`src/xps_pkg.sv`:
```
// Purpose: Shared constants for the crystal and PLL startup controller.
// Assumes: 250 MHz system clock, 13.56 MHz carrier, 32-bit APB registers.
// Notes: Register indices are word indices; byte address is four times.
package xps_pkg;

	// Register word indices; byte addresses are four times these.
	localparam logic [7:0] IDX_STARTUP_CFG = 8'h0f;
	localparam logic [7:0] IDX_READY_TIMEOUT = 8'h10;
	localparam logic [7:0] IDX_REF_SELECT = 8'h11;
	localparam logic [7:0] IDX_LOCK_TIMING = 8'h12;
	localparam logic [7:0] IDX_CONTROL = 8'h13;
	localparam logic [7:0] IDX_STATUS = 8'h14;
	localparam logic [7:0] IDX_IRQ_STATUS = 8'h15;
	localparam logic [7:0] IDX_IRQ_MASK = 8'h16;

	// Reset values of the configuration registers.
	localparam logic [7:0] RST_STARTUP_CFG = 8'h01;
	localparam logic [7:0] RST_READY_TIMEOUT = 8'h10;
	localparam logic [7:0] RST_REF_SELECT = 8'h08;
	localparam logic [7:0] RST_LOCK_TIMING = 8'h64;
	localparam logic [2:0] RST_IRQ_MASK = 3'h0;

	// Field positions.
	localparam int RECAL_BIT = 0;
	localparam int REF_MSB = 3;
	localparam int RETRY_MSB = 7;
	localparam int RETRY_LSB = 5;
	localparam int INTERVAL_MSB = 4;
	localparam int START_BIT = 0;
	localparam int EV_CLOCK_ERROR = 0;
	localparam int EV_CRYSTAL_READY_TIMEOUT = 1;
	localparam int EV_PLL_LOCKED = 2;

	// PLL reference codes.
	localparam logic [3:0] REF_MAX_EXT = 4'h5;
	localparam logic [3:0] REF_INT_OSC = 4'h7;
	localparam logic [3:0] REF_XTAL = 4'h8;

	// Timing: clock rate, crystal timeout step and carrier divider.
	localparam int CLK_PERIOD_NS = 4;
	localparam int CLK_KHZ = 250000;
	localparam int CARRIER_KHZ = 13560;
	localparam int CARRIER_DIV = CLK_KHZ / CARRIER_KHZ;
	localparam int XTAL_STEP_NS = 128000;
	localparam int XTAL_STEP_CYC =
		(XTAL_STEP_NS + CLK_PERIOD_NS - 1) / CLK_PERIOD_NS;
	localparam int LOCK_UNIT_CARRIER = 256;

	// Startup sequence states.
	typedef enum logic [2:0] {
		XPS_IDLE,
		XPS_RECAL,
		XPS_WAIT_XTAL,
		XPS_LOCK,
		XPS_RETRY_WAIT,
		XPS_READY
	} xps_state_t;

endpackage

```
`src/xps_clock_startup.sv`:
```
// Purpose: Crystal recalibration, readiness timeout and PLL lock retries.
// Assumes: APB slave, one clock, analogue macro inputs are synchronous.
// Notes: Clock error is sticky until software writes a one to clear it.
`timescale 1ns/10ps

// Operation
// - Bit zero enables recalibration at wake-up
// - Crystal wait times out in 128us steps
// - Four-bit code selects PLL reference clock
// - Retry limit exhausted raises clock error
// - Check interval counts 256 carrier cycle units
// - Attempt lock per interval, sample at end
// - Unlocked: retry after another equal interval
module xps_clock_startup #(
	parameter int STEP_CYC = xps_pkg::XTAL_STEP_CYC,
	parameter int CAR_DIV = xps_pkg::CARRIER_DIV
) (
	// Clock and reset.
	input wire logic clk,
	input wire logic reset_n,
	// APB slave.
	input wire logic psel,
	input wire logic penable,
	input wire logic pwrite,
	input wire logic [11:0] paddr,
	input wire logic [31:0] pwdata,
	output logic [31:0] prdata,
	output logic pready,
	output logic pslverr,
	// Wake-up request and analogue macro status.
	input wire logic wake_up,
	input wire logic xtal_ready,
	input wire logic pll_locked,
	// Analogue macro controls.
	output logic xtal_recal_start,
	output logic pll_enable,
	output logic [3:0] pll_reference_select,
	output logic pll_ready,
	// Interrupt.
	output logic irq
);
	import xps_pkg::*;

	xps_state_t state_q, state_d;
	logic [7:0] cfg_q, tmo_q, ref_q, chk_q;
	logic [2:0] ists_q, imask_q;
	logic [31:0] prdata_q;
	logic pready_q, pslverr_q, recal_q, pll_en_q, pll_rdy_q, irq_q;
	logic [15:0] step_cnt_q;
	logic [4:0] car_div_q;
	logic [7:0] car_cnt_q;
	logic [7:0] units_q;
	logic [2:0] retries_q;

	// Bus decode; the word index is the byte address divided by four.
	wire logic [7:0] widx = paddr[9:2];
	wire logic access = psel && penable && !pready_q;
	wire logic wr_take = psel && penable && pready_q && pwrite;
	wire logic hit_cfg = (widx == IDX_STARTUP_CFG);
	wire logic hit_tmo = (widx == IDX_READY_TIMEOUT);
	wire logic hit_ref = (widx == IDX_REF_SELECT);
	wire logic hit_chk = (widx == IDX_LOCK_TIMING);
	wire logic hit_ctl = (widx == IDX_CONTROL);
	wire logic hit_sts = (widx == IDX_STATUS);
	wire logic hit_ist = (widx == IDX_IRQ_STATUS);
	wire logic hit_imk = (widx == IDX_IRQ_MASK);
	// Refused addresses must not start, clear or write anything.
	wire logic mapped = (paddr[11:10] == 2'h0) && (paddr[1:0] == 2'h0) &&
		(hit_cfg || hit_tmo || hit_ref || hit_chk || hit_ctl ||
		hit_sts || hit_ist || hit_imk);

	// Reference code validity; reserved codes block the ready report.
	wire logic ref_valid = (ref_q[REF_MSB:0] <= REF_MAX_EXT) ||
		(ref_q[REF_MSB:0] == REF_INT_OSC) ||
		(ref_q[REF_MSB:0] == REF_XTAL);

	// Configuration fields.
	wire logic recal_en = cfg_q[RECAL_BIT];
	wire logic [2:0] retry_limit = chk_q[RETRY_MSB:RETRY_LSB];
	wire logic [4:0] interval = chk_q[INTERVAL_MSB:0];
	wire logic [7:0] interval_units = (interval == 5'h00) ? 8'h01 :
		{3'h0, interval};

	// Start request from the wake-up pin or a software write.
	wire logic sw_start = wr_take && mapped && hit_ctl && pwdata[START_BIT];
	wire logic start = wake_up || sw_start;

	// Time bases: crystal timeout step and carrier-derived lock units.
	wire logic step_tick = (step_cnt_q == 16'(STEP_CYC - 1));
	wire logic car_tick = (car_div_q == 5'(CAR_DIV - 1));
	wire logic unit_tick = car_tick &&
		(car_cnt_q == 8'(LOCK_UNIT_CARRIER - 1));
	wire logic interval_end = unit_tick &&
		(units_q == interval_units - 8'h01);
	// Ends after exactly tmo_q whole steps; a zero timeout is handled apart.
	wire logic steps_end = step_tick &&
		(units_q == tmo_q - 8'h01);
	wire logic retries_out = (retries_q == retry_limit);

	// Sequence events.
	wire logic ev_lock = (state_q == XPS_LOCK) && interval_end &&
		pll_locked;
	wire logic ev_fail = (state_q == XPS_LOCK) && interval_end &&
		!pll_locked && retries_out;
	wire logic ev_tmo = (state_q == XPS_WAIT_XTAL) && !xtal_ready &&
		(tmo_q == 8'h00 || steps_end);
	// Event vector in the interrupt status layout.
	wire logic [2:0] events;
	assign events[EV_CLOCK_ERROR] = ev_tmo || ev_fail;
	assign events[EV_CRYSTAL_READY_TIMEOUT] = ev_tmo;
	assign events[EV_PLL_LOCKED] = ev_lock;
	wire logic state_chg = (state_d != state_q);

	// Next-state logic of the startup sequence.
	always_comb begin
		state_d = state_q;
		case (state_q)
			XPS_IDLE, XPS_READY: begin
				if (start) begin
					state_d = recal_en ? XPS_RECAL : XPS_WAIT_XTAL;
				end
			end
			XPS_RECAL: begin
				state_d = XPS_WAIT_XTAL;
			end
			XPS_WAIT_XTAL: begin
				// The timeout only ends a failed wait, never a good one.
				if (xtal_ready) begin
					state_d = XPS_LOCK;
				end else if (ev_tmo) begin
					state_d = XPS_IDLE;
				end
			end
			XPS_LOCK: begin
				if (interval_end) begin
					if (pll_locked) begin
						state_d = XPS_READY;
					end else if (retries_out) begin
						state_d = XPS_IDLE;
					end else begin
						state_d = XPS_RETRY_WAIT;
					end
				end
			end
			XPS_RETRY_WAIT: begin
				if (interval_end) begin
					state_d = XPS_LOCK;
				end
			end
			default: begin
				state_d = XPS_IDLE;
			end
		endcase
	end

	// Read data selection.
	wire logic [31:0] status_word = {17'h0, retries_q, 4'h0,
		pll_rdy_q, ref_valid, xtal_ready, 1'b0, 1'b0, state_q};
	wire logic [31:0] rd_mux =
		hit_cfg ? {24'h0, 7'h0, cfg_q[RECAL_BIT]} :
		hit_tmo ? {24'h0, tmo_q} :
		hit_ref ? {28'h0, ref_q[REF_MSB:0]} :
		hit_chk ? {24'h0, chk_q} :
		hit_sts ? status_word :
		hit_ist ? {29'h0, ists_q} :
		hit_imk ? {29'h0, imask_q} : 32'h0;

	// Sticky status: a set in the same cycle as its clear wins.
	// A write to a refused address clears nothing.
	wire logic [2:0] ist_clr = (wr_take && mapped && hit_ist) ?
		pwdata[2:0] : 3'h0;
	wire logic [2:0] ists_d = (ists_q & ~ist_clr) | events;

	// State register.
	always_ff @(posedge clk or negedge reset_n) begin
		if (!reset_n) begin
			state_q <= XPS_IDLE;
		end else begin
			state_q <= state_d;
		end
	end

	// APB answer: one wait state, then data and error with pready.
	always_ff @(posedge clk or negedge reset_n) begin
		if (!reset_n) begin
			pready_q <= 1'b0;
			pslverr_q <= 1'b0;
			prdata_q <= 32'h0;
		end else begin
			pready_q <= access;
			pslverr_q <= access && !mapped;
			prdata_q <= (access && !pwrite && mapped) ? rd_mux : 32'h0;
		end
	end

	// Configuration registers, written at the completing access edge.
	always_ff @(posedge clk or negedge reset_n) begin
		if (!reset_n) begin
			cfg_q <= RST_STARTUP_CFG;
			tmo_q <= RST_READY_TIMEOUT;
			ref_q <= RST_REF_SELECT;
			chk_q <= RST_LOCK_TIMING;
			imask_q <= RST_IRQ_MASK;
		end else if (wr_take && mapped) begin
			if (hit_cfg) begin
				cfg_q <= {7'h0, pwdata[RECAL_BIT]};
			end
			if (hit_tmo) begin
				tmo_q <= pwdata[7:0];
			end
			if (hit_ref) begin
				ref_q <= {4'h0, pwdata[REF_MSB:0]};
			end
			if (hit_chk) begin
				chk_q <= pwdata[7:0];
			end
			if (hit_imk) begin
				imask_q <= pwdata[2:0];
			end
		end
	end

	// Interrupt status and the level interrupt.
	always_ff @(posedge clk or negedge reset_n) begin
		if (!reset_n) begin
			ists_q <= 3'h0;
			irq_q <= 1'b0;
		end else begin
			ists_q <= ists_d;
			irq_q <= |(ists_d & imask_q);
		end
	end

	// Time bases restart on every state change so each period is whole.
	always_ff @(posedge clk or negedge reset_n) begin
		if (!reset_n) begin
			step_cnt_q <= 16'h0;
			car_div_q <= 5'h0;
			car_cnt_q <= 8'h0;
		end else if (state_chg) begin
			step_cnt_q <= 16'h0;
			car_div_q <= 5'h0;
			car_cnt_q <= 8'h0;
		end else begin
			step_cnt_q <= step_tick ? 16'h0 : step_cnt_q + 16'h1;
			car_div_q <= car_tick ? 5'h0 : car_div_q + 5'h1;
			if (car_tick) begin
				car_cnt_q <= car_cnt_q + 8'h1;
			end
		end
	end

	// Counts timeout steps or interval units within the current state.
	always_ff @(posedge clk or negedge reset_n) begin
		if (!reset_n) begin
			units_q <= 8'h0;
		end else if (state_chg) begin
			units_q <= 8'h0;
		end else if ((state_q == XPS_WAIT_XTAL && step_tick) ||
			(state_q != XPS_WAIT_XTAL && unit_tick)) begin
			units_q <= units_q + 8'h1;
		end
	end

	// Failed lock attempts that were followed by a retry; cleared at each new start.
	always_ff @(posedge clk or negedge reset_n) begin
		if (!reset_n) begin
			retries_q <= 3'h0;
		end else if (state_q == XPS_IDLE || state_q == XPS_READY) begin
			if (start) begin
				retries_q <= 3'h0;
			end
		end else if (state_q == XPS_LOCK && interval_end && !pll_locked &&
			!retries_out) begin
			retries_q <= retries_q + 3'h1;
		end
	end

	// Macro controls; the PLL runs during a lock attempt and stays on while ready.
	always_ff @(posedge clk or negedge reset_n) begin
		if (!reset_n) begin
			recal_q <= 1'b0;
			pll_en_q <= 1'b0;
			pll_rdy_q <= 1'b0;
		end else begin
			recal_q <= (state_d == XPS_RECAL) && state_chg;
			pll_en_q <= (state_d == XPS_LOCK) ||
				(state_d == XPS_READY);
			pll_rdy_q <= (state_d == XPS_READY) && ref_valid;
		end
	end

	assign prdata = prdata_q;
	assign pready = pready_q;
	assign pslverr = pslverr_q;
	assign xtal_recal_start = recal_q;
	assign pll_enable = pll_en_q;
	assign pll_reference_select = ref_q[REF_MSB:0];
	assign pll_ready = pll_rdy_q;
	assign irq = irq_q;

endmodule

```
`config.mk`:
```
export PLATFORM = sky130hd
export DESIGN_NAME = xps_clock_startup
export DESIGN_NICKNAME = d
export VERILOG_FILES = /design/src/xps_pkg.sv /design/src/xps_clock_startup.sv
export SDC_FILE = /design/constraint.sdc
export NUM_CORES = 1
export LEC_CHECK = 0
export ABC_CLOCK_PERIOD_IN_PS = 4610
export BUFFER_PORTS_ARGS = -buffer_cell sky130_fd_sc_hd__buf_2
export CAP_MARGIN = 10
export CORE_MARGIN = 2
export CORE_UTILIZATION = 56
export DETAILED_ROUTE_END_ITERATION = 10
export PLACE_DENSITY = 0.79
export SYNTH_ARGS = -nofsm -noshare
export SYNTH_HDL_FRONTEND = slang
export SYNTH_SLANG_ARGS = --single-unit
```
`constraint.sdc`:
```
create_clock -name clk -period 4.61 [get_ports clk]
set_input_delay 0.2305 -clock clk [delete_from_list [all_inputs] [get_ports clk]]
set_output_delay 0.2305 -clock clk [all_outputs]
set_load 0.01 [all_outputs]
```
==> run_results.csv, run 1 <==
group,metric,value,unit
run_status,status,"finished, final reports clean",
sta,min_period,3.956,ns
clock_tree,cts_buffers,9,
grt,grt_pass1_wl,19140,um
synthesis,synth.area.top_cells,"dfrtp_1, mux2_2, nor3_1",
detailed_routing,vias_per_cell,6.101,
clock_tree,cts_tree,"done",
layout,area_growth,9.026,%
critical_path,path_max_fanout,25,
grt,grt_start_max_net_pins,45,
sta,maxSlewHeadroom,0.4196,
grt,busiest_layer,"met2",
layout,fill_cells,735,
layout,multi_input_comb_area,2653,um2
critical_path,arrival,4.18,ns
synthesis,synth_top_area_frac,0.3995,
grt,grt_use_total,0.2418,
grt,gr-usage-met1,0.3114,
critical_path,cp_common_cell,"nor4_1",
critical_path,crit_path_top_delay_cell,"a2111oi_2",
layout,n_antenna_cell,0,
synthesis,avgSynthCellArea,9.664,um2
placed_design,dp_slack,0.7162,ns
min_path,hp-class,"in2reg",
sta,final_hold_viol_count,0,
critical_path,critPathKind,"reg2reg",
critical_path,critPathCaptureType,"flip-flop",
layout,drive_above_1_share,0.1785,
synthesis,synth-edff-count,0,
layout,stdcell_count,685,
synthesis,synth_warnings,0,
power,power_per_cell_area,301.1,nW/um2
clock_tree,cts_max_level,3,
clock_tree,clockBufferDepth,2,
detailed_routing,routed_wl,11450,um
layout,final_nets,633,
placed_design,hpwlAfterDp,8305,um
detailed_routing,drt-pass1-iter-count,5,
clock_tree,cts.sinks,87,
die,pin_count,94,
clock_tree,root_buffer,"clkbuf_8",
layout,regArea,2185,um2
sta,final.setup.tns,0,ns
clock_tree,clk_pin_slew,0.08,ns
die,die_y,99.19,um
grt,grt_pass1_vias,4056,
sta,max_freq,252.8,MHz
clock_tree,cts_setup_buffers,0,
synthesis,ys_seq_area_frac,0.4306,
sta,setup_viol,0,
placed_design,gp_congestion,0.8724,
synthesis,synth-seq-cells,87,
synthesis,yosys.area.top_type,"dfrtp_1",
die,dieArea,9838,um2
detailed_routing,drtAntennaViolNets,0,
flow_run,maxCapViolations,0,
synthesis,syn_area,5074,um2
grt,antenna_found_initial,0,
clock_tree,clock_latency,0.37,ns
die,placement_rows,34,
detailed_routing,vias,4179,
sta,finalCritPeriodShare,0.8581,
clock_tree,cts_resized,0,
critical_path,worstSetupStartpointType,"flip-flop",
sta,worst_clock_skew,0.01783,ns
sta,timing_worst_slew_pin_value,0.8688,ns
synthesis,syn_inst,525,
power,ir_drop,238.7,uV
critical_path,slowest_delay,0.53,ns
synthesis,synth_ff_type,"dfrtp_1",
placed_design,numPortBuffers,48,
placed_design,placed_cells,668,
synthesis,async_reset_ff_frac,1.000,
detailed_routing,first_iter_violations,277,
sta,setup_slack,0.6540,ns
critical_path,path_cells,"nor4_1 -> nor2_1 -> ha_1 -> xnor2_1 -> nor4_1 -> nand4_1 -> or3_4 -> a2111oi_2 -> inv_2 -> mux2i_4 -> buf_12 -> nor4_1",
power,leakagePower,2.555,nW
die,start_util,0.5790,
die,core_area,8763,um2
synthesis,ys_types,59,
detailed_routing,drc,0,
detailed_routing,avgRoutedWirePerCell,16.71,um
grt,use_met2,0.4085,
sta,rsz0062_at_grt,"false",
sta,report.final.slew_viol_count,0,
grt,grt.met3_usage,0.04638,
critical_path,required,4.83,ns
die,die_x,99.19,um
power,power,1.666,mW
grt,overflow,0,
## cells in the final DEF (no fill, tap or decap), types with 4 or more instances in the layout
master,synthesis,final
buf_2,0,47
a221oi_1,4,4
dfrtp_1,81,81
inv_1,15,15
nor2b_1,9,9
nand2_1,40,40
o21ai_0,12,12
nand3_1,28,28
ha_1,9,9
and4_1,5,5
and3_1,6,6
dfstp_2,6,6
and2_1,12,12
nor3b_1,7,7
buf_4,22,5
mux2i_1,11,11
a21oi_1,9,9
nor2_1,31,31
xor2_1,21,21
xnor2_1,23,23
clkbuf_8,0,10
nor4_1,15,15
mux2_2,23,23
nor3_1,45,45
conb_1,1,21
nand4_1,15,15
## cells by family after synthesis
family | count (synthesis) | share of synthesized area
xor+xnor | 44 | 0.07596
buf+inv | 55 | 0.06140
compound gates | 62 | 0.08829
other cells | 1 | 0.0007391
simple gates | 232 | 0.2436
flops | 87 | 0.4306
mux | 35 | 0.07719
fa+ha+maj | 9 | 0.02220
## area by class of cell
| type | count | area share |
|---|---|---|
| Inverter | 17 | 0.01154 |
| Tap cell | 108 | 0.02443 |
| Timing Repair Buffer | 54 | 0.05474 |
| Multi-Input combinational cell | 403 | 0.4795 |
| Clock buffer | 13 | 0.02692 |
| Sequential cell | 87 | 0.3949 |
| Clock inverter | 3 | 0.007917 |
## power breakdown
| part | switching, mW | internal (mW) | leakage (nW) | total, mW |
|---|---|---|---|---|
| combinational | 0.129 | 0.113 | 1.31 | 0.242 |
| sequential | 0.0632 | 0.831 | 1.15 | 0.894 |
| clock | 0.264 | 0.266 | 0.0976 | 0.530 |
## cell usage after synthesis, types with 15 or more instances
cell type	number
xnor2_1	23
nor3_1	45
nor2_1	31
nand2_1	40
xor2_1	21
nand4_1	15
inv_1	15
buf_4	22
nor4_1	15
dfrtp_1	81
mux2_2	23
nand3_1	28
## what timing repair did
item / CTS / global route
hold buffers: 1 / 0
hold endpoints to repair: 43 / 0
endpoints found under the setup margin: 0 / 0
## sequential cells by signal (all words and copies together), names as in the netlist
name,count
pll_enable,1
irq,1
pready,1
state_q,3
chk_q,8
pslverr,1
tmo_q,8
ref_q,4
ists_q,3
pll_ready,1
car_cnt_q,8
retries_q,3
units_q,8
step_cnt_q,16
prdata,11
car_div_q,5
xtal_recal_start,1
imask_q,3
cfg_q,1
## critical path: cells and delay by family (launching register included)
family                   cells  cell delay, ns
adder cells (fa/ha/maj)      1            0.32
buffers and inverters        2            0.34
AO/OA/AOI/OAI                1            0.53
XOR/XNOR                     1            0.14
flip-flops                   1            0.45
multiplexers                 1            0.43
AND/OR/NAND/NOR              6            1.59
## metal layers
| metal | vias to the layer above | part of all wire |
|---|---|---|
| met5 | - | 0 |
| met4 | 0 | 0.022 |
| met3 | 23 | 0.070 |
| met2 | 178 | 0.50 |
| met1 | 2026 | 0.41 |
| li1 | 1952 | - |
## path summary, 6_finish.rpt
path | from | endpoint | slack (ns) | depth (start not counted)
min in group asynchronous | reset_n | retries_q[2]$_DFFE_PN0P_ | 0.38 | 2
setup / recovery | chk_q[4]$_DFFE_PN0P_ | car_div_q[1]$_DFF_PN0_ | 0.65 | 12
max in group asynchronous | reset_n | chk_q[2]$_DFFE_PN1P_ | 3.25 | 3
hold reg to reg | car_div_q[0]$_DFF_PN0_ | car_div_q[0]$_DFF_PN0_ | 0.51 | 1
setup reg to reg | chk_q[4]$_DFFE_PN0P_ | car_div_q[1]$_DFF_PN0_ | 0.65 | 12
hold / removal | pwdata[7] | tmo_q[7]$_DFFE_PN0P_ | 0.14 | 2
## per-stage QoR
step / utilization / hold slack, ns / instance area, um2
4_1_cts: 0.6312 / 0.1211 / 5532
6_report: 0.6312 / 0.1357 / 5532
2_1_floorplan: - / -0.06509 / 5149
5_1_grt: 0.6312 / 0.1239 / 5532
3_5_place_dp: 0.6081 / 0.2528 / 5329
3_3_place_gp: 0.6081 / 0.2465 / 5329
(Power assumes the default switching activity.)
==> inputs of run 2 (changes only) <==
--- a/config.mk
+++ b/config.mk
@@ -5,13 +5,13 @@
 export SDC_FILE = /design/constraint.sdc
 export NUM_CORES = 1
 export LEC_CHECK = 0
+export ABC_AREA = 1
 export ABC_CLOCK_PERIOD_IN_PS = 4610
 export BUFFER_PORTS_ARGS = -buffer_cell sky130_fd_sc_hd__buf_2
 export CAP_MARGIN = 10
-export CORE_MARGIN = 2
-export CORE_UTILIZATION = 56
+export CORE_UTILIZATION = 57
 export DETAILED_ROUTE_END_ITERATION = 10
-export PLACE_DENSITY = 0.79
+export PLACE_DENSITY = 0.8
 export SYNTH_ARGS = -nofsm -noshare
 export SYNTH_HDL_FRONTEND = slang
 export SYNTH_SLANG_ARGS = --single-unit
==> run 2 against run 1 <==
Clock skew is 0.0058 ns lower. Largest power group unchanged. Clock power is 10% higher. Critical endpoint is now units_q[6]$_DFFE_PN0P_. Cell count is 19% higher.
==> run_results.csv, run 2 <==
group,metric,value,unit
critical_path,critPathKind,"reg2reg",
synthesis,yosysMostFrequentCell,"nand2_1",
critical_path,arrival,3.37,ns
die,dieArea,9756,um2
synthesis,ys_types,47,
synthesis,synth_common_cells,"nand2_1, dfrtp_1, inv_1",
die,die_y,98.77,um
clock_tree,ctsHoldBuffers,0,
layout,final_common_cell,"nand2_1",
flow_run,maxCapViolations,0,
sta,setup_viol,0,
min_path,hp-class,"in2async",
critical_path,timing.rr.start,"chk_q[2]$_DFFE_PN1P_",
power,leakagePower,2.839,nW
detailed_routing,routed_wl,11810,um
sta,rsz0062_at_grt,"false",
clock_tree,cts_resized,0,
sta,final.setup.tns,0,ns
detailed_routing,vias_per_cell,5.513,
sta,min_period,3.117,ns
detailed_routing,drc,0,
detailed_routing,vias,4499,
layout,final_nets,764,
layout,n_antenna_cell,0,
layout,multi_input_comb_area,2700,um2
synthesis,synth-seq-cells,87,
critical_path,cp_common_cell,"nand2_1",
layout,drive_above_1_share,0.1977,
sta,finalCritPeriodShare,0.6760,
power,power,1.402,mW
synthesis,synth_ff_type,"dfrtp_1",
synthesis,async_reset_ff_frac,1.000,
synthesis,synth_top_area_frac,0.3797,
clock_tree,clk_pin_slew,0.08,ns
sta,timing_worst_slew_pin_value,1.091,ns
die,placement_rows,34,
critical_path,slowest_delay,0.60,ns
clock_tree,root_buffer,"clkbuf_8",
synthesis,avgSynthCellArea,8.149,um2
grt,overflow,0,
clock_tree,cts.sinks,87,
sta,maxSlewHeadroom,0.2724,
placed_design,hpwlAfterDp,8633,um
layout,final_area,5767,um2
sta,final_hold_viol_count,0,
synthesis,synth_warnings,0,
placed_design,dp_slack,1.504,ns
sta,report.final.slew_viol_count,0,
layout,area_growth,8.040,%
clock_tree,clockBufferDepth,2,
critical_path,path_max_fanout,37,
synthesis,ys_seq_area_frac,0.4093,
grt,grt_start_max_net_pins,88,
critical_path,reg2reg_depth,19,
critical_path,crit_buf_inv,2,
detailed_routing,drt-pass1-iter-count,5,
sta,max_freq,320.9,MHz
layout,regMostFlops,"step_cnt_q",
sta,setup_slack,1.493,ns
sta,worst_clock_skew,0.01199,ns
critical_path,required,4.86,ns
critical_path,path_delay_family,"simple AND/OR/NAND/NOR gates",
run_status,status,"finished, final reports clean",
die,start_util,0.6003,
layout,fill_cells,768,
placed_design,dpl_cell_area,5552,um2
synthesis,synth-edff-count,0,
critical_path,critPathCaptureType,"flip-flop",
layout,final_cell_mix,"nand2_1, dfrtp_1, inv_1, nor2_1, buf_2",
placed_design,numPortBuffers,48,
die,core_area,8891,um2
critical_path,rrSetupSlack,1.49,ns
clock_tree,cts_buffers,9,
detailed_routing,drtAntennaViolNets,0,
critical_path,path_cells,"nor2_2 -> nand3_1 -> nand2_1 -> inv_2 -> ha_1 -> inv_1 -> nand2_1 -> nand3_1 -> nand2_1 -> nand3_1 -> nor2_1 -> nand3_2 -> nand2_1 -> nand2_1 -> nor2_2 -> nand3_4 -> nand2_2 -> nand3_4 -> nor3_1",
layout,regArea,2185,um2
grt,grt_pass1_wl,20110,um
synthesis,yosys.area.top_type,"dfrtp_1",
grt,antenna_found_initial,0,
detailed_routing,avgRoutedWirePerCell,14.47,um
synthesis,syn_area,5338,um2
die,die_x,98.77,um
layout,largest_reg_flops,16,
critical_path,worstSetupStartpointType,"flip-flop",
power,ir_drop,192.6,uV
clock_tree,cts_tree,"done",
clock_tree,cts_max_level,3,
clock_tree,cts_setup_buffers,0,
die,pin_count,94,
critical_path,r2r-end,"units_q[6]$_DFFE_PN0P_",
placed_design,gp_congestion,0.9311,
synthesis,syn_inst,655,
critical_path,crit_path_top_delay_cell,"dfstp_2",
grt,grt_pass1_vias,4383,
clock_tree,clock_latency,0.36,ns
detailed_routing,first_iter_violations,229,
grt,grt_use_total,0.2603,
synthesis,synth.area.top_cells,"dfrtp_1, nand2_1, nor3_2",
power,power_per_cell_area,243.1,nW/um2
run 2: how the worst max path moves through the flow:
stage | end | slack [ns] | startpoint | cells after the start
2_1_floorplan | car_cnt_q[5]$_DFFE_PN0P_ | 2.11 | chk_q[1]$_DFFE_PN0P_ | 19
3_3_place_gp | units_q[5]$_DFFE_PN0P_ | 1.65 | chk_q[2]$_DFFE_PN1P_ | 19
3_5_place_dp | units_q[6]$_DFFE_PN0P_ | 1.50 | chk_q[2]$_DFFE_PN1P_ | 19
4_1_cts | units_q[6]$_DFFE_PN0P_ | 1.51 | chk_q[2]$_DFFE_PN1P_ | 19
5_1_grt | units_q[1]$_DFFE_PN0P_ | 1.15 | chk_q[1]$_DFFE_PN0P_ | 18
6_report | units_q[6]$_DFFE_PN0P_ | 1.49 | chk_q[2]$_DFFE_PN1P_ | 19
run 2: kinds of logic after synthesis:
| group | share of synthesized area |
|---|---|
| AO/OA/AOI/OAI | 0.06611 |
| XOR/XNOR | 0.05251 |
| adder cells (fa/ha/maj) | 0.02110 |
| buffers and inverters | 0.09892 |
| flip-flops | 0.4093 |
| multiplexers | 0.01664 |
| other | 0.0007026 |
| AND/OR/NAND/NOR | 0.3347 |
run 2: report_power, final:
part / internal [mW] / switching, mW / total, mW / leakage, nW
sequential: 0.764 / 0.000597 / 0.764 / 1.08
combinational: 0.0133 / 0.0418 / 0.0551 / 1.65
clock: 0.319 / 0.264 / 0.583 / 0.110
run 2: final cells by class:
class                      count  area share
clock inverter                 4     0.01215
inverter                      77     0.05012
clock buffer                  12     0.02517
multi-input combinational    480      0.4682
sequential                    87      0.3788
timing repair buffer          48     0.04209
tap                          108     0.02343
run 2: stage by stage:
step	hold WS [ns]	instances	util
finish	0.07652	816	0.6486
global route	0.1079	816	0.6486
CTS	0.1026	816	0.6486
detailed placement	0.4753	800	0.6244
global placement	0.4703	800	0.6244
floorplan	-0.06509	675	-
run 2: metal layers:
metal	vias to the layer above	wire length, um	global-route usage
li1	2174	-	-
met1	2121	5058	0.3228
met2	153	5731	0.4352
met3	51	524	0.03546
met4	0	494	0.1538
met5	-	0	0
==> inputs of run 3 (changes only) <==
--- a/config.mk
+++ b/config.mk
@@ -6,12 +6,12 @@
 export NUM_CORES = 1
 export LEC_CHECK = 0
 export ABC_AREA = 1
-export ABC_CLOCK_PERIOD_IN_PS = 4610
+export ABC_CLOCK_PERIOD_IN_PS = 2700
 export BUFFER_PORTS_ARGS = -buffer_cell sky130_fd_sc_hd__buf_2
 export CAP_MARGIN = 10
-export CORE_UTILIZATION = 57
+export CORE_UTILIZATION = 51
 export DETAILED_ROUTE_END_ITERATION = 10
-export PLACE_DENSITY = 0.8
+export PLACE_DENSITY = 0.76
 export SYNTH_ARGS = -nofsm -noshare
 export SYNTH_HDL_FRONTEND = slang
 export SYNTH_SLANG_ARGS = --single-unit
==> constraint.sdc (replaced) <==
create_clock -name clk -period 2.7 [get_ports clk]
set_input_delay 0.135 -clock clk [delete_from_list [all_inputs] [get_ports clk]]
set_output_delay 0.135 -clock clk [all_outputs]
set_load 0.01 [all_outputs]
==> run 3 against run 2 <==
The flow now finishes with violations (negative hold slack). Sequential power increased by 70%. Hold slack got worse by 0.12 ns. Design area increased by 9.9%. Fmax increased by 16%. Critical path type unchanged.
==> run_results.csv, run 3 (same netlist as run 2, synthesis figures left out) <==
group,metric,value,unit
layout,n_antenna_cell,0,
power,ir_drop,274.2,uV
clock_tree,root_buffer,"clkbuf_8",
detailed_routing,drt-pass1-iter-count,4,
critical_path,rrSetupSlack,0.01,ns
sta,finalCritPeriodShare,0.9959,
critical_path,required,2.95,ns
sta,hold_slack,-0.03915,ns
sta,max_freq,371.9,MHz
clock_tree,cts_max_level,3,
power,sequentialPowerShare,0.533,
power,p_int,1.897,mW
sta,setup_slack,0.01110,ns
critical_path,r2r-end,"step_cnt_q[9]$_DFF_PN0_",
critical_path,timing.rr.start,"chk_q[2]$_DFFE_PN1P_",
run_status,status,"finished, violations left",
detailed_routing,drtAntennaViolNets,0,
layout,largest_reg_flops,16,
sta,maxSlewHeadroom,0.2872,
flow_run,maxCapViolations,0,
die,pin_count,94,
die,placement_rows,36,
placed_design,hpwlAfterDp,8828,um
clock_tree,cts_buffers,9,
sta,setup_viol,0,
detailed_routing,vias_per_cell,5.329,
critical_path,cp_common_cell,"nand2_2",
sta,rsz0062_at_grt,"true",
clock_tree,clock_latency,0.36,ns
clock_tree,clk_pin_slew,0.09,ns
layout,final_common_cell,"nand2_1",
grt,grt_pass1_vias,4497,
layout,fill_cells,837,
sta,report.final.slew_viol_count,0,
detailed_routing,avgRoutedWirePerCell,14.27,um
critical_path,path_max_fanout,7,
power,power_per_cell_area,386.3,nW/um2
grt,grt_pass1_wl,20330,um
detailed_routing,routed_wl,12330,um
run_status,violations,"negative hold slack",
clock_tree,clockBufferDepth,2,
critical_path,crit_path_top_delay_cell,"dfstp_2",
grt,grt_use_total,0.2302,
layout,regArea,2185,um2
critical_path,slowest_delay,0.55,ns
layout,drive_above_1_share,0.2531,
critical_path,arrival,2.94,ns
grt,grt_start_max_net_pins,88,
layout,regMostFlops,"step_cnt_q",
sta,worst_clock_skew,0.01220,ns
critical_path,critPathCaptureType,"flip-flop",
sta,timing_worst_slew_pin_value,1.069,ns
die,die_y,104.3,um
power,power,2.447,mW
layout,final_nets,787,
grt,antenna_found_initial,0,
die,start_util,0.5362,
die,core_area,9955,um2
clock_tree,cts_tree,"done",
sta,min_period,2.689,ns
layout,multi_input_comb_area,2917,um2
power,comb_power_share,0.039,
min_path,hp-class,"in2async",
power,p_clk_frac,0.428,
detailed_routing,drc,0,
critical_path,critPathKind,"reg2reg",
placed_design,dpl_cell_area,5756,um2
detailed_routing,vias,4604,
power,leakagePower,3.013,nW
power,switching_share,0.2251,
power,p_switching,0.5508,mW
critical_path,worstSetupStartpointType,"flip-flop",
die,dieArea,10880,um2
critical_path,reg2reg_depth,20,
layout,area_growth,18.71,%
die,die_x,104.3,um
detailed_routing,first_iter_violations,260,
layout,final_area,6336,um2
clock_tree,cts.sinks,87,
placed_design,gp_congestion,0.9116,
grt,overflow,0,
sta,final_hold_viol_count,68,
layout,final_cell_mix,"nand2_1, dfrtp_1, inv_1, nor2_1, buf_2",
placed_design,dp_slack,-0.06542,ns
placed_design,numPortBuffers,48,
critical_path,path_cells,"nor2_2 -> nand3_1 -> nand2_2 -> inv_2 -> ha_4 -> inv_4 -> nand2_4 -> nand3_2 -> nand2_1 -> nand3_1 -> nor2_1 -> nand3_2 -> nand2_2 -> nand2_2 -> nor2_4 -> nand4_1 -> nand3_4 -> buf_12 -> buf_12 -> nor3_4",
[run 3: changes by cell type in the layout (fill, tap and decap cells not counted), moves of 2 or more]
cell        delta
buf_12         +7
buf_4         +14
clkbuf_1       -2
clkinvlp_4     +2
nand2_1        -5
nand2_2        +2
nand2_4        +3
nand3_1        -3
nand3_2        +3
nor3_1         -8
nor3_2         -9
nor3_4        +17
[run 3: worst max-delay path by stage]
| stage | from | end | slack [ns] | cells after the start |
|---|---|---|---|---|
| after detailed placement | chk_q[2]$_DFFE_PN1P_ | car_div_q[3]$_DFF_PN0_ | -0.07 | 19 |
| after global placement | chk_q[2]$_DFFE_PN1P_ | car_cnt_q[0]$_DFFE_PN0P_ | 0.06 | 19 |
| final | chk_q[2]$_DFFE_PN1P_ | step_cnt_q[9]$_DFF_PN0_ | 0.01 | 20 |
| after floorplan | chk_q[1]$_DFFE_PN0P_ | car_cnt_q[5]$_DFFE_PN0P_ | 0.20 | 19 |
| after global routing | chk_q[3]$_DFFE_PN0P_ | step_cnt_q[9]$_DFF_PN0_ | -0.14 | 19 |
| after CTS | chk_q[2]$_DFFE_PN1P_ | step_cnt_q[2]$_DFF_PN0_ | 0.002 | 19 |
[run 3: power by group through the flow]
stage               Sequential (mW)  Clock [mW]  Combinational [mW]
floorplan                      1.33           0              0.0562
global placement               1.33           0              0.0929
detailed placement             1.33           0              0.0954
CTS                            1.30        1.06              0.0953
global route                   1.31        1.11               0.107
finish                         1.30        1.05              0.0944
[run 3: worst max-delay path: cells and delay by family (launching register included)]
kind | cells | cell delay (ns)
adder cells (fa/ha/maj) | 1 | 0.16
buffers and inverters | 4 | 0.42
AND/OR/NAND/NOR | 15 | 1.46
flip-flops | 1 | 0.55
[run 3: timing repair]
| action | CTS | global route |
|---|---|---|
| cloned | 1 | 1 |
| pin swaps | 5 | 20 |
| setup buffers | 4 | 4 |
| resized for setup | 5 | 38 |
| endpoints found under the hold margin | 0 | 0 |
| endpoints found under the setup margin | 37 | 42 |
| hold buffers | 0 | 0 |
[run 3: area by class of cell]
| class | count | share of cell area |
|---|---|---|
| Timing Repair Buffer | 71 | 0.08610 |
| Sequential cell | 87 | 0.3448 |
| Tap cell | 133 | 0.02626 |
| Inverter | 77 | 0.04601 |
| Clock buffer | 11 | 0.02389 |
| Clock inverter | 5 | 0.01264 |
| Multi-Input combinational cell | 480 | 0.4603 |
[run 3: per-stage QoR]
step,utilization,instances,setup TNS [ns],hold WS (ns)
after CTS,0.6112,859,0,0.003799
after global routing,0.6365,864,-4.218,0.03768
after floorplan,-,675,0,-0.1606
after global placement,0.5782,838,0,0.3761
final,0.6365,864,0,-0.03915
after detailed placement,0.5782,838,-1.415,0.3899
[run 3: routing by layer]
metal | share of wire | global-route usage | vias to the layer above
li1 | - | - | 2229
met1 | 0.42 | 0.2843 | 2197
met2 | 0.50 | 0.3992 | 138
met3 | 0.044 | 0.03446 | 40
met4 | 0.034 | 0.09694 | 0
met5 | 0 | 0 | -
